[src/rtl/ipl_pkg.sv]
// ipl_pkg: offsets, field positions, reset values and codes of the priority-level registers
// assumes word-addressed peripheral bus with 16-bit data
package ipl_pkg;

	////////////////////////////////////////////////////////////////////////////////
	// bus shape
	localparam int unsigned ADDR_W = 5;
	localparam int unsigned DATA_W = 16;

	////////////////////////////////////////////////////////////////////////////////
	// register offsets (word index from module base)
	localparam logic [ADDR_W-1:0] IRQ_LEVEL_CFG_0_OFS = 5'h00;
	localparam logic [ADDR_W-1:0] IRQ_LEVEL_CFG_1_OFS = 5'h01;
	localparam logic [ADDR_W-1:0] IRQ_LEVEL_CFG_2_OFS = 5'h02;
	localparam int unsigned       NUM_REGS            = 3;

	////////////////////////////////////////////////////////////////////////////////
	// reset values and writable bits (reserved bits are zero in the mask)
	localparam logic [DATA_W-1:0] IRQ_LEVEL_CFG_0_RST  = 16'h0000;
	localparam logic [DATA_W-1:0] IRQ_LEVEL_CFG_1_RST  = 16'h0000;
	localparam logic [DATA_W-1:0] IRQ_LEVEL_CFG_2_RST  = 16'h0000;
	localparam logic [DATA_W-1:0] IRQ_LEVEL_CFG_0_MASK = 16'hF3FF;
	localparam logic [DATA_W-1:0] IRQ_LEVEL_CFG_1_MASK = 16'hC03F;
	localparam logic [DATA_W-1:0] IRQ_LEVEL_CFG_2_MASK = 16'hC3FF;
	localparam logic [DATA_W-1:0] UNMAPPED_RDATA       = 16'h0000;

	////////////////////////////////////////////////////////////////////////////////
	// field positions (low bit of each two-bit field)
	localparam int unsigned SYNTH_LOCK_LEVEL_LSB      = 14;
	localparam int unsigned LOW_VOLTAGE_LEVEL_LSB     = 12;
	localparam int unsigned DEBUG_RX_FULL_LEVEL_LSB   = 8;
	localparam int unsigned DEBUG_TX_EMPTY_LEVEL_LSB  = 6;
	localparam int unsigned TRACE_BUF_LEVEL_LSB       = 4;
	localparam int unsigned BREAKPOINT_LEVEL_LSB      = 2;
	localparam int unsigned STEP_COUNT_LEVEL_LSB      = 0;
	localparam int unsigned PORT_D_PIN_LEVEL_LSB      = 14;
	localparam int unsigned FLASH_BUF_EMPTY_LEVEL_LSB = 4;
	localparam int unsigned FLASH_DONE_LEVEL_LSB      = 2;
	localparam int unsigned FLASH_FAULT_LEVEL_LSB     = 0;
	localparam int unsigned SERIAL_TX_EMPTY_LEVEL_LSB = 14;
	localparam int unsigned SPI_TX_EMPTY_LEVEL_LSB    = 8;
	localparam int unsigned SPI_RX_FULL_LEVEL_LSB     = 6;
	localparam int unsigned PORT_A_PIN_LEVEL_LSB      = 4;
	localparam int unsigned PORT_B_PIN_LEVEL_LSB      = 2;
	localparam int unsigned PORT_C_PIN_LEVEL_LSB      = 0;

	////////////////////////////////////////////////////////////////////////////////
	// source table: index = arbitration order, 0 wins ties
	localparam int unsigned NUM_SRC = 17;
	localparam int unsigned SRC_W   = 5;

	localparam int unsigned SRC_REG [NUM_SRC] = '{
		0, 0, 0, 0, 0, 0, 0,
		1, 1, 1, 1,
		2, 2, 2, 2, 2, 2
	};
	localparam int unsigned SRC_LSB [NUM_SRC] = '{
		SYNTH_LOCK_LEVEL_LSB, LOW_VOLTAGE_LEVEL_LSB, DEBUG_RX_FULL_LEVEL_LSB,
		DEBUG_TX_EMPTY_LEVEL_LSB, TRACE_BUF_LEVEL_LSB, BREAKPOINT_LEVEL_LSB,
		STEP_COUNT_LEVEL_LSB,
		PORT_D_PIN_LEVEL_LSB, FLASH_BUF_EMPTY_LEVEL_LSB, FLASH_DONE_LEVEL_LSB,
		FLASH_FAULT_LEVEL_LSB,
		SERIAL_TX_EMPTY_LEVEL_LSB, SPI_TX_EMPTY_LEVEL_LSB, SPI_RX_FULL_LEVEL_LSB,
		PORT_A_PIN_LEVEL_LSB, PORT_B_PIN_LEVEL_LSB, PORT_C_PIN_LEVEL_LSB
	};

	////////////////////////////////////////////////////////////////////////////////
	// level classes and codes
	typedef enum logic [0:0] {
		IPL_CLASS_NORMAL = 1'b0,
		IPL_CLASS_HIGH   = 1'b1
	} ipl_class_t;

	localparam ipl_class_t SRC_CLASS [NUM_SRC] = '{
		IPL_CLASS_HIGH, IPL_CLASS_HIGH, IPL_CLASS_HIGH, IPL_CLASS_HIGH,
		IPL_CLASS_HIGH, IPL_CLASS_HIGH, IPL_CLASS_HIGH,
		IPL_CLASS_NORMAL, IPL_CLASS_NORMAL, IPL_CLASS_NORMAL, IPL_CLASS_NORMAL,
		IPL_CLASS_NORMAL, IPL_CLASS_NORMAL, IPL_CLASS_NORMAL, IPL_CLASS_NORMAL,
		IPL_CLASS_NORMAL, IPL_CLASS_NORMAL
	};

	localparam logic [1:0] FIELD_DISABLED = 2'h0;
	localparam logic [1:0] NORMAL_OFFSET  = 2'h1;

endpackage : ipl_pkg

[src/rtl/ipl_dec_if.sv]
// ipl_dec_if: one level field on its way through a decoder
// assumes ipl_pkg is compiled first
`timescale 1ns/1ps
`default_nettype none

interface ipl_dec_if;
	logic               [1:0] field;
	ipl_pkg::ipl_class_t      cls;
	logic                     enable;
	logic               [1:0] level;

	modport dec (
		input  field,
		input  cls,
		output enable,
		output level
	);
	modport user (
		output field,
		output cls,
		input  enable,
		input  level
	);
endinterface : ipl_dec_if

`default_nettype wire

[src/rtl/ipl_level_dec.sv]
// ipl_level_dec: turns a two-bit level field into enable and priority
// assumes the class of the field is a constant from the source table
`timescale 1ns/1ps
`default_nettype none

module ipl_level_dec (
	ipl_dec_if.dec port
);

	////////////////////////////////////////////////////////////////////////////////
	// 00 disables; otherwise high class maps 1..3, normal maps 0..2
	always_comb begin
		port.enable = (port.field != ipl_pkg::FIELD_DISABLED);
		if (port.cls == ipl_pkg::IPL_CLASS_HIGH) begin
			port.level = port.field;
		end else begin
			port.level = 2'(port.field - ipl_pkg::NORMAL_OFFSET);
		end
	end

endmodule : ipl_level_dec

`default_nettype wire

[src/rtl/ipl_regs.sv]
// ipl_regs: three priority-level registers and the arbiter they feed
// assumes a word-addressed peripheral bus, one-cycle strobes, synchronous inputs
`timescale 1ns/1ps
`default_nettype none

module ipl_regs (
	input  wire logic                                    clk_in,
	input  wire logic                                    sys_rst_in,
	input  wire logic [ipl_pkg::ADDR_W-1:0]              bus_addr_in,
	input  wire logic                                    bus_wr_in,
	input  wire logic                                    bus_rd_in,
	input  wire logic [ipl_pkg::DATA_W-1:0]              bus_wdata_in,
	output logic      [ipl_pkg::DATA_W-1:0]              bus_rdata_out,
	input  wire logic [ipl_pkg::NUM_SRC-1:0]             irq_req_in,
	output logic      [ipl_pkg::NUM_SRC-1:0]             src_enable_out,
	output logic      [2*ipl_pkg::NUM_SRC-1:0]           src_level_out,
	output logic      [3:0]                              level_pending_out,
	output logic                                         irq_active_out,
	output logic      [1:0]                              irq_level_out,
	output logic      [ipl_pkg::SRC_W-1:0]               irq_source_out,
	output logic      [1:0]                              synth_lock_level_out,
	output logic      [1:0]                              low_voltage_level_out,
	output logic      [1:0]                              debug_rx_full_level_out,
	output logic      [1:0]                              debug_tx_empty_level_out,
	output logic      [1:0]                              trace_buf_level_out,
	output logic      [1:0]                              breakpoint_level_out,
	output logic      [1:0]                              step_count_level_out,
	output logic      [1:0]                              port_d_pin_level_out,
	output logic      [1:0]                              flash_buf_empty_level_out,
	output logic      [1:0]                              flash_done_level_out,
	output logic      [1:0]                              flash_fault_level_out,
	output logic      [1:0]                              serial_tx_empty_level_out,
	output logic      [1:0]                              spi_tx_empty_level_out,
	output logic      [1:0]                              spi_rx_full_level_out,
	output logic      [1:0]                              port_a_pin_level_out,
	output logic      [1:0]                              port_b_pin_level_out,
	output logic      [1:0]                              port_c_pin_level_out
);

	////////////////////////////////////////////////////////////////////////////////
	// state

	typedef struct packed {
		logic [ipl_pkg::DATA_W-1:0] cfg0;
		logic [ipl_pkg::DATA_W-1:0] cfg1;
		logic [ipl_pkg::DATA_W-1:0] cfg2;
		logic [ipl_pkg::DATA_W-1:0] rdata;
		logic                       act;
		logic [1:0]                 lvl;
		logic [ipl_pkg::SRC_W-1:0]  src;
		logic [3:0]                 pend;
	} ipl_state_t;

	ipl_state_t state_ff;
	ipl_state_t nxt_state;

	////////////////////////////////////////////////////////////////////////////////
	// field decode, one decoder per source

	logic [ipl_pkg::NUM_SRC-1:0]   dec_en;
	logic [2*ipl_pkg::NUM_SRC-1:0] dec_lvl;
	logic [2*ipl_pkg::NUM_SRC-1:0] raw_field;

	generate
		for (genvar s = 0; s < ipl_pkg::NUM_SRC; s++) begin : g_src
			ipl_dec_if dec_port ();

			always_comb begin
				unique case (ipl_pkg::SRC_REG[s])
					0: begin
						raw_field[2*s +: 2] = state_ff.cfg0[ipl_pkg::SRC_LSB[s] +: 2];
					end
					1: begin
						raw_field[2*s +: 2] = state_ff.cfg1[ipl_pkg::SRC_LSB[s] +: 2];
					end
					default: begin
						raw_field[2*s +: 2] = state_ff.cfg2[ipl_pkg::SRC_LSB[s] +: 2];
					end
				endcase
			end

			assign dec_port.field    = raw_field[2*s +: 2];
			assign dec_port.cls      = ipl_pkg::SRC_CLASS[s];
			assign dec_en[s]         = dec_port.enable;
			assign dec_lvl[2*s +: 2] = dec_port.level;

			ipl_level_dec u_dec (
				.port (dec_port.dec)
			);
		end
	endgenerate

	////////////////////////////////////////////////////////////////////////////////
	// next state: bus access and arbitration

	always_comb begin
		logic                      found;
		logic [1:0]                best_lvl;
		logic [ipl_pkg::SRC_W-1:0] best_src;
		logic [3:0]                pend;
		found     = 1'b0;
		best_lvl  = 2'h0;
		best_src  = '0;
		pend      = 4'h0;
		nxt_state = state_ff;

		// writes land only on level fields; reserved bits stay zero
		if (bus_wr_in) begin
			unique case (bus_addr_in)
				ipl_pkg::IRQ_LEVEL_CFG_0_OFS: begin
					nxt_state.cfg0 = bus_wdata_in & ipl_pkg::IRQ_LEVEL_CFG_0_MASK;
				end
				ipl_pkg::IRQ_LEVEL_CFG_1_OFS: begin
					nxt_state.cfg1 = bus_wdata_in & ipl_pkg::IRQ_LEVEL_CFG_1_MASK;
				end
				ipl_pkg::IRQ_LEVEL_CFG_2_OFS: begin
					nxt_state.cfg2 = bus_wdata_in & ipl_pkg::IRQ_LEVEL_CFG_2_MASK;
				end
				default: begin
					nxt_state.cfg0 = state_ff.cfg0;
				end
			endcase
		end

		// read data is captured on the read strobe and held until the next read
		if (bus_rd_in) begin
			unique case (bus_addr_in)
				ipl_pkg::IRQ_LEVEL_CFG_0_OFS: begin
					nxt_state.rdata = state_ff.cfg0;
				end
				ipl_pkg::IRQ_LEVEL_CFG_1_OFS: begin
					nxt_state.rdata = state_ff.cfg1;
				end
				ipl_pkg::IRQ_LEVEL_CFG_2_OFS: begin
					nxt_state.rdata = state_ff.cfg2;
				end
				default: begin
					nxt_state.rdata = ipl_pkg::UNMAPPED_RDATA;
				end
			endcase
		end

		// highest level wins; strict compare keeps the lowest index on a tie
		for (int s = 0; s < ipl_pkg::NUM_SRC; s++) begin
			if (irq_req_in[s] && dec_en[s]) begin
				pend[dec_lvl[2*s +: 2]] = 1'b1;
				if (!found || (dec_lvl[2*s +: 2] > best_lvl)) begin
					found    = 1'b1;
					best_lvl = dec_lvl[2*s +: 2];
					best_src = ipl_pkg::SRC_W'(s);
				end
			end
		end

		nxt_state.act  = found;
		nxt_state.lvl  = best_lvl;
		nxt_state.src  = best_src;
		nxt_state.pend = pend;
	end

	////////////////////////////////////////////////////////////////////////////////
	// registers

	always_ff @(posedge clk_in or posedge sys_rst_in) begin
		if (sys_rst_in) begin
			state_ff.cfg0  <= ipl_pkg::IRQ_LEVEL_CFG_0_RST;
			state_ff.cfg1  <= ipl_pkg::IRQ_LEVEL_CFG_1_RST;
			state_ff.cfg2  <= ipl_pkg::IRQ_LEVEL_CFG_2_RST;
			state_ff.rdata <= ipl_pkg::UNMAPPED_RDATA;
			state_ff.act   <= 1'b0;
			state_ff.lvl   <= 2'h0;
			state_ff.src   <= '0;
			state_ff.pend  <= 4'h0;
		end else begin
			state_ff <= nxt_state;
		end
	end

	////////////////////////////////////////////////////////////////////////////////
	// outputs

	assign bus_rdata_out     = state_ff.rdata;
	assign src_enable_out    = dec_en;
	assign src_level_out     = dec_lvl;
	assign level_pending_out = state_ff.pend;
	assign irq_active_out    = state_ff.act;
	assign irq_level_out     = state_ff.lvl;
	assign irq_source_out    = state_ff.src;

	assign synth_lock_level_out      = state_ff.cfg0[ipl_pkg::SYNTH_LOCK_LEVEL_LSB +: 2];
	assign low_voltage_level_out     = state_ff.cfg0[ipl_pkg::LOW_VOLTAGE_LEVEL_LSB +: 2];
	assign debug_rx_full_level_out   = state_ff.cfg0[ipl_pkg::DEBUG_RX_FULL_LEVEL_LSB +: 2];
	assign debug_tx_empty_level_out  = state_ff.cfg0[ipl_pkg::DEBUG_TX_EMPTY_LEVEL_LSB +: 2];
	assign trace_buf_level_out       = state_ff.cfg0[ipl_pkg::TRACE_BUF_LEVEL_LSB +: 2];
	assign breakpoint_level_out      = state_ff.cfg0[ipl_pkg::BREAKPOINT_LEVEL_LSB +: 2];
	assign step_count_level_out      = state_ff.cfg0[ipl_pkg::STEP_COUNT_LEVEL_LSB +: 2];
	assign port_d_pin_level_out      = state_ff.cfg1[ipl_pkg::PORT_D_PIN_LEVEL_LSB +: 2];
	assign flash_buf_empty_level_out = state_ff.cfg1[ipl_pkg::FLASH_BUF_EMPTY_LEVEL_LSB +: 2];
	assign flash_done_level_out      = state_ff.cfg1[ipl_pkg::FLASH_DONE_LEVEL_LSB +: 2];
	assign flash_fault_level_out     = state_ff.cfg1[ipl_pkg::FLASH_FAULT_LEVEL_LSB +: 2];
	assign serial_tx_empty_level_out = state_ff.cfg2[ipl_pkg::SERIAL_TX_EMPTY_LEVEL_LSB +: 2];
	assign spi_tx_empty_level_out    = state_ff.cfg2[ipl_pkg::SPI_TX_EMPTY_LEVEL_LSB +: 2];
	assign spi_rx_full_level_out     = state_ff.cfg2[ipl_pkg::SPI_RX_FULL_LEVEL_LSB +: 2];
	assign port_a_pin_level_out      = state_ff.cfg2[ipl_pkg::PORT_A_PIN_LEVEL_LSB +: 2];
	assign port_b_pin_level_out      = state_ff.cfg2[ipl_pkg::PORT_B_PIN_LEVEL_LSB +: 2];
	assign port_c_pin_level_out      = state_ff.cfg2[ipl_pkg::PORT_C_PIN_LEVEL_LSB +: 2];

endmodule : ipl_regs

`default_nettype wire

[config.mk]
export PLATFORM = sky130hd
export DESIGN_NAME = ipl_regs
export DESIGN_NICKNAME = d
export VERILOG_FILES = /design/src/rtl/ipl_pkg.sv /design/src/rtl/ipl_dec_if.sv /design/src/rtl/ipl_level_dec.sv /design/src/rtl/ipl_regs.sv
export SDC_FILE = /design/constraint.sdc
export NUM_CORES = 1
export LEC_CHECK = 0
export BUFFER_PORTS_ARGS = -buffer_cell sky130_fd_sc_hd__buf_2
export CELL_PAD_IN_SITES_DETAIL_PLACEMENT = 0
export CELL_PAD_IN_SITES_GLOBAL_PLACEMENT = 1
export CORE_ASPECT_RATIO = 0.75
export CORE_MARGIN = 2
export CORE_UTILIZATION = 26
export CTS_CLUSTER_DIAMETER = 30
export DETAILED_ROUTE_END_ITERATION = 6
export GPL_TIMING_DRIVEN = 0
export HOLD_SLACK_MARGIN = 0.06
export PLACE_DENSITY_LB_ADDON = 0.15
export SYNTH_ARGS = -nofsm -noshare
export SYNTH_HDL_FRONTEND = slang
export SYNTH_SLANG_ARGS = --single-unit
[constraint.sdc]
create_clock -name clk_in -period 33.2 [get_ports clk_in]
set_input_delay 4.98 -clock clk_in [delete_from_list [all_inputs] [get_ports clk_in]]
set_output_delay 4.98 -clock clk_in [all_outputs]
set_load 0.02 [all_outputs]
==> reports/results.tsv <==
metric	value	unit
status	complete, no violations	
RSZ-0062 raised after global routing	false	
initial DRC count	337	
non-filler instance count after layout	1020	
ranking of synthesized cells by area	dfrtp_1 29%, ha_1 15%, mux2_2 7.1%, buf_4 4.7%, inv_1 4.2%	
Total Negative Setup Slacks	0	ps
worst reg2reg setup slack	10760	ps
core area	19500	µm²
internal power	0.000290	W
DP HPWL	16.3	mm
detailed-route via count	5142	
clock network fraction of design power	0.168	
Worst Path Required	33380	ps
Worst Path Arrival	26760	ps
H-tree levels	3	
setup bufs post-CTS	0	
Die Footprint	21200	µm²
most common cell after layout, fill and taps aside	buf_2	
sequential cell area fraction in the yosys report	0.288	
critical path's largest stage delay	620	ps
Leakage Power	3.30	nW
family with the most delay on the worst path	compound AO/OA/AOI/OAI gates	
clk sink count	60	
CTS root buffer	clkbuf_16	
post-cts hold buffer count	0	
post-layout min period	26580	ps
post-synthesis area per instance	8.70	µm²
post-synth top area cell	dfrtp_1	
Die W	168	µm
pre-CTS WS	6630	ps
Max Clk Rate	0.0376	GHz
Slew Limit Fails	0	
drt via density	5.04	
Post-synth EDFFs	0	
ys flop type	dfrtp_1	
grt total ovfl	0	
Final period util	0.801	
Synth Warn #	0	
count of cell types in the netlist	65	
register bit total from synthesis	60	
Sw Pwr	0.000272	W
reg-to-reg endpoint	irq_level_out[0]$_DFF_PP0_	
CP Class	input pin to flop	
overall routing resource usage	0.186	
CTS tree	built	
worst hold path cell count	2	
Largest register FFs	14	
DR WL/cell	19.8	µm
Comb power frac	0.629	
DRC viols	0	
Seq. cell area	1500	µm²
max_slew headroom	0.351	
Fillers	2084	
post-cts gate resize count	0	
Area growth, synth to finish	26.6	%
share of post-route cells with drive strength above 1	0.339	
CTS Buf Count	9	
num rows	44	
multi-input logic area	3210	µm²
startpoint class of the critical path	input pin	
Setup Skew	5.46	ps
worst reg2reg startpoint	synth_lock_level_out[1]$_DFFE_PP0P_	
commonest cells after routing, fill and taps aside	151 x buf_2, 64 x ha_1, 60 x dfrtp_1	
hold crit path type	flop to flop	
I/O Buffers	149	
initial antenna violation count	0	
slowest CP cell	o21ai_1	
share of the synthesized area in the top cell type	0.288	
dpl cells	1004	
RePlAce Congestion	0.888	
Synth async-reset ratio	1.00	
io pins	155	
Hold Path End	bus_rdata_out[9]$_DFFE_PP0P_	
CP Max Fanout	9	
peak supply drop	0.0276	mV
largest net degree at the start of global routing	36	
Initial DRT Pass Iterations	4	
ANT nets after route	0	
Clock Latency Late Sink	330	ps
HP Start	bus_rdata_out[9]$_DFFE_PP0P_	
synthesized area	5220	µm²
r2r worst-path depth	98	
CTS Buffer Depth	2	
worst setup margin	6620	ps
starting density of the core	0.267	
Max Cap Viol	0	
Syn Inst Count	600	
Layout Nets	868	
number of global-route vias before repair	4772	
ANT cells	0	
Clk pin slew, worst setup/hold paths	50	ps
total wire length	20.2	mm
PD cells	85.0	nW/µm²
crit-path most repeated cell	ha_1	
CP endpoint kind	flop	
final hold violations	0	
global-route wire length before repair	29.9	mm
Reg power frac	0.203	
Bufs and invs on worst path	5	
die extent in y	127	µm
Slew @ Worst Pin	965	ps
Net Sw Frac	0.484	
# setup viols final	0	
==> routing by layer <==
layer | vias up | global-route usage | wire length (µm)
li1 | 2420 | - | -
met1 | 2539 | 0.290 | 10600
met2 | 175 | 0.267 | 8370
met3 | 8 | 0.0346 | 1140
met4 | 0 | 0.0327 | 119
met5 | - | 0 | 0
==> kinds of logic after synthesis <==
| kind of cell | synth area share |
|---|---|
| AND/OR/NAND/NOR | 0.152 |
| AO/OA/AOI/OAI | 0.213 |
| buffers and inverters | 0.100 |
| adder cells (fa/ha/maj) | 0.159 |
| flip-flops | 0.288 |
| multiplexers | 0.0875 |
| other | 0.000718 |
==> synth_stat cells, drive strengths merged, types with 2 or more instances <==
cell and count:
a221oi 9, clkbuf 11, or2 10, maj3 3, o22ai 5, a21oi 33, a41o 2, dfrtp 60
a21boi 3, or3 3, a22oi 16, o21a 5, nor4 3, a31oi 7, mux2 36, buf 36
nor2 34, nand2b 4, nor3 6, a22o 5, nand3 14, nand2 57, inv 59, o31ai 2
o211ai 4, a211o 2, nand4 5, ha 64, and3 3, or4 2, mux2i 4, o2111ai 3
a211oi 5, o21ai 46, a21o 4, and2 4, nor2b 18
==> power by group through the flow <==
stage	logic [W]	clock network, W	registers, W
after global placement	0.000345	0	0.000115
after global routing	0.000390	0.000101	0.000117
after detailed placement	0.000350	0	0.000115
after floorplan	0.000232	0	0.000125
final	0.000353	0.0000946	0.000114
after CTS	0.000352	0.0000973	0.000114
==> worst max path at each step <==
stage,startpoint,slack (ps),endpoint,depth (start not counted)
2_1_floorplan,irq_req_in[0],9700,irq_level_out[0]$_DFF_PP0_,91
3_3_place_gp,irq_req_in[0],6950,irq_level_out[0]$_DFF_PP0_,94
3_5_place_dp,irq_req_in[0],6630,irq_level_out[0]$_DFF_PP0_,94
6_report,irq_req_in[0],6620,irq_level_out[0]$_DFF_PP0_,99
4_1_cts,irq_req_in[0],6910,irq_level_out[0]$_DFF_PP0_,94
5_1_grt,irq_req_in[0],5130,irq_level_out[0]$_DFF_PP0_,97
==> through the flow <==
step	area, µm²	hold slack, ps	total power [W]	util
after floorplan	5230	606	0.000357	-
after CTS	6610	524	0.000564	0.338
after global placement	6290	504	0.000460	0.322
final	6610	522	0.000562	0.338
after global routing	6610	543	0.000608	0.338
after detailed placement	6310	508	0.000465	0.323
==> layout make-up <==
class                   count  area share
well taps                 253      0.0479
clock buffers              12      0.0373
multi-input cells         435       0.485
plain buffers              47      0.0458
clock inverters             4     0.00738
repair buffers            150       0.116
flip-flops and latches     60       0.227
inverters                  59      0.0335
==> worst min-delay path, delay by kind of cell (launching register included) <==
kind,cells,cell delay [ps]
and+or+nand+nor,1,40
AOI/OAI and AO/OA,1,100
DFF,1,340
Note: power is estimated with default switching activity, not from simulation.
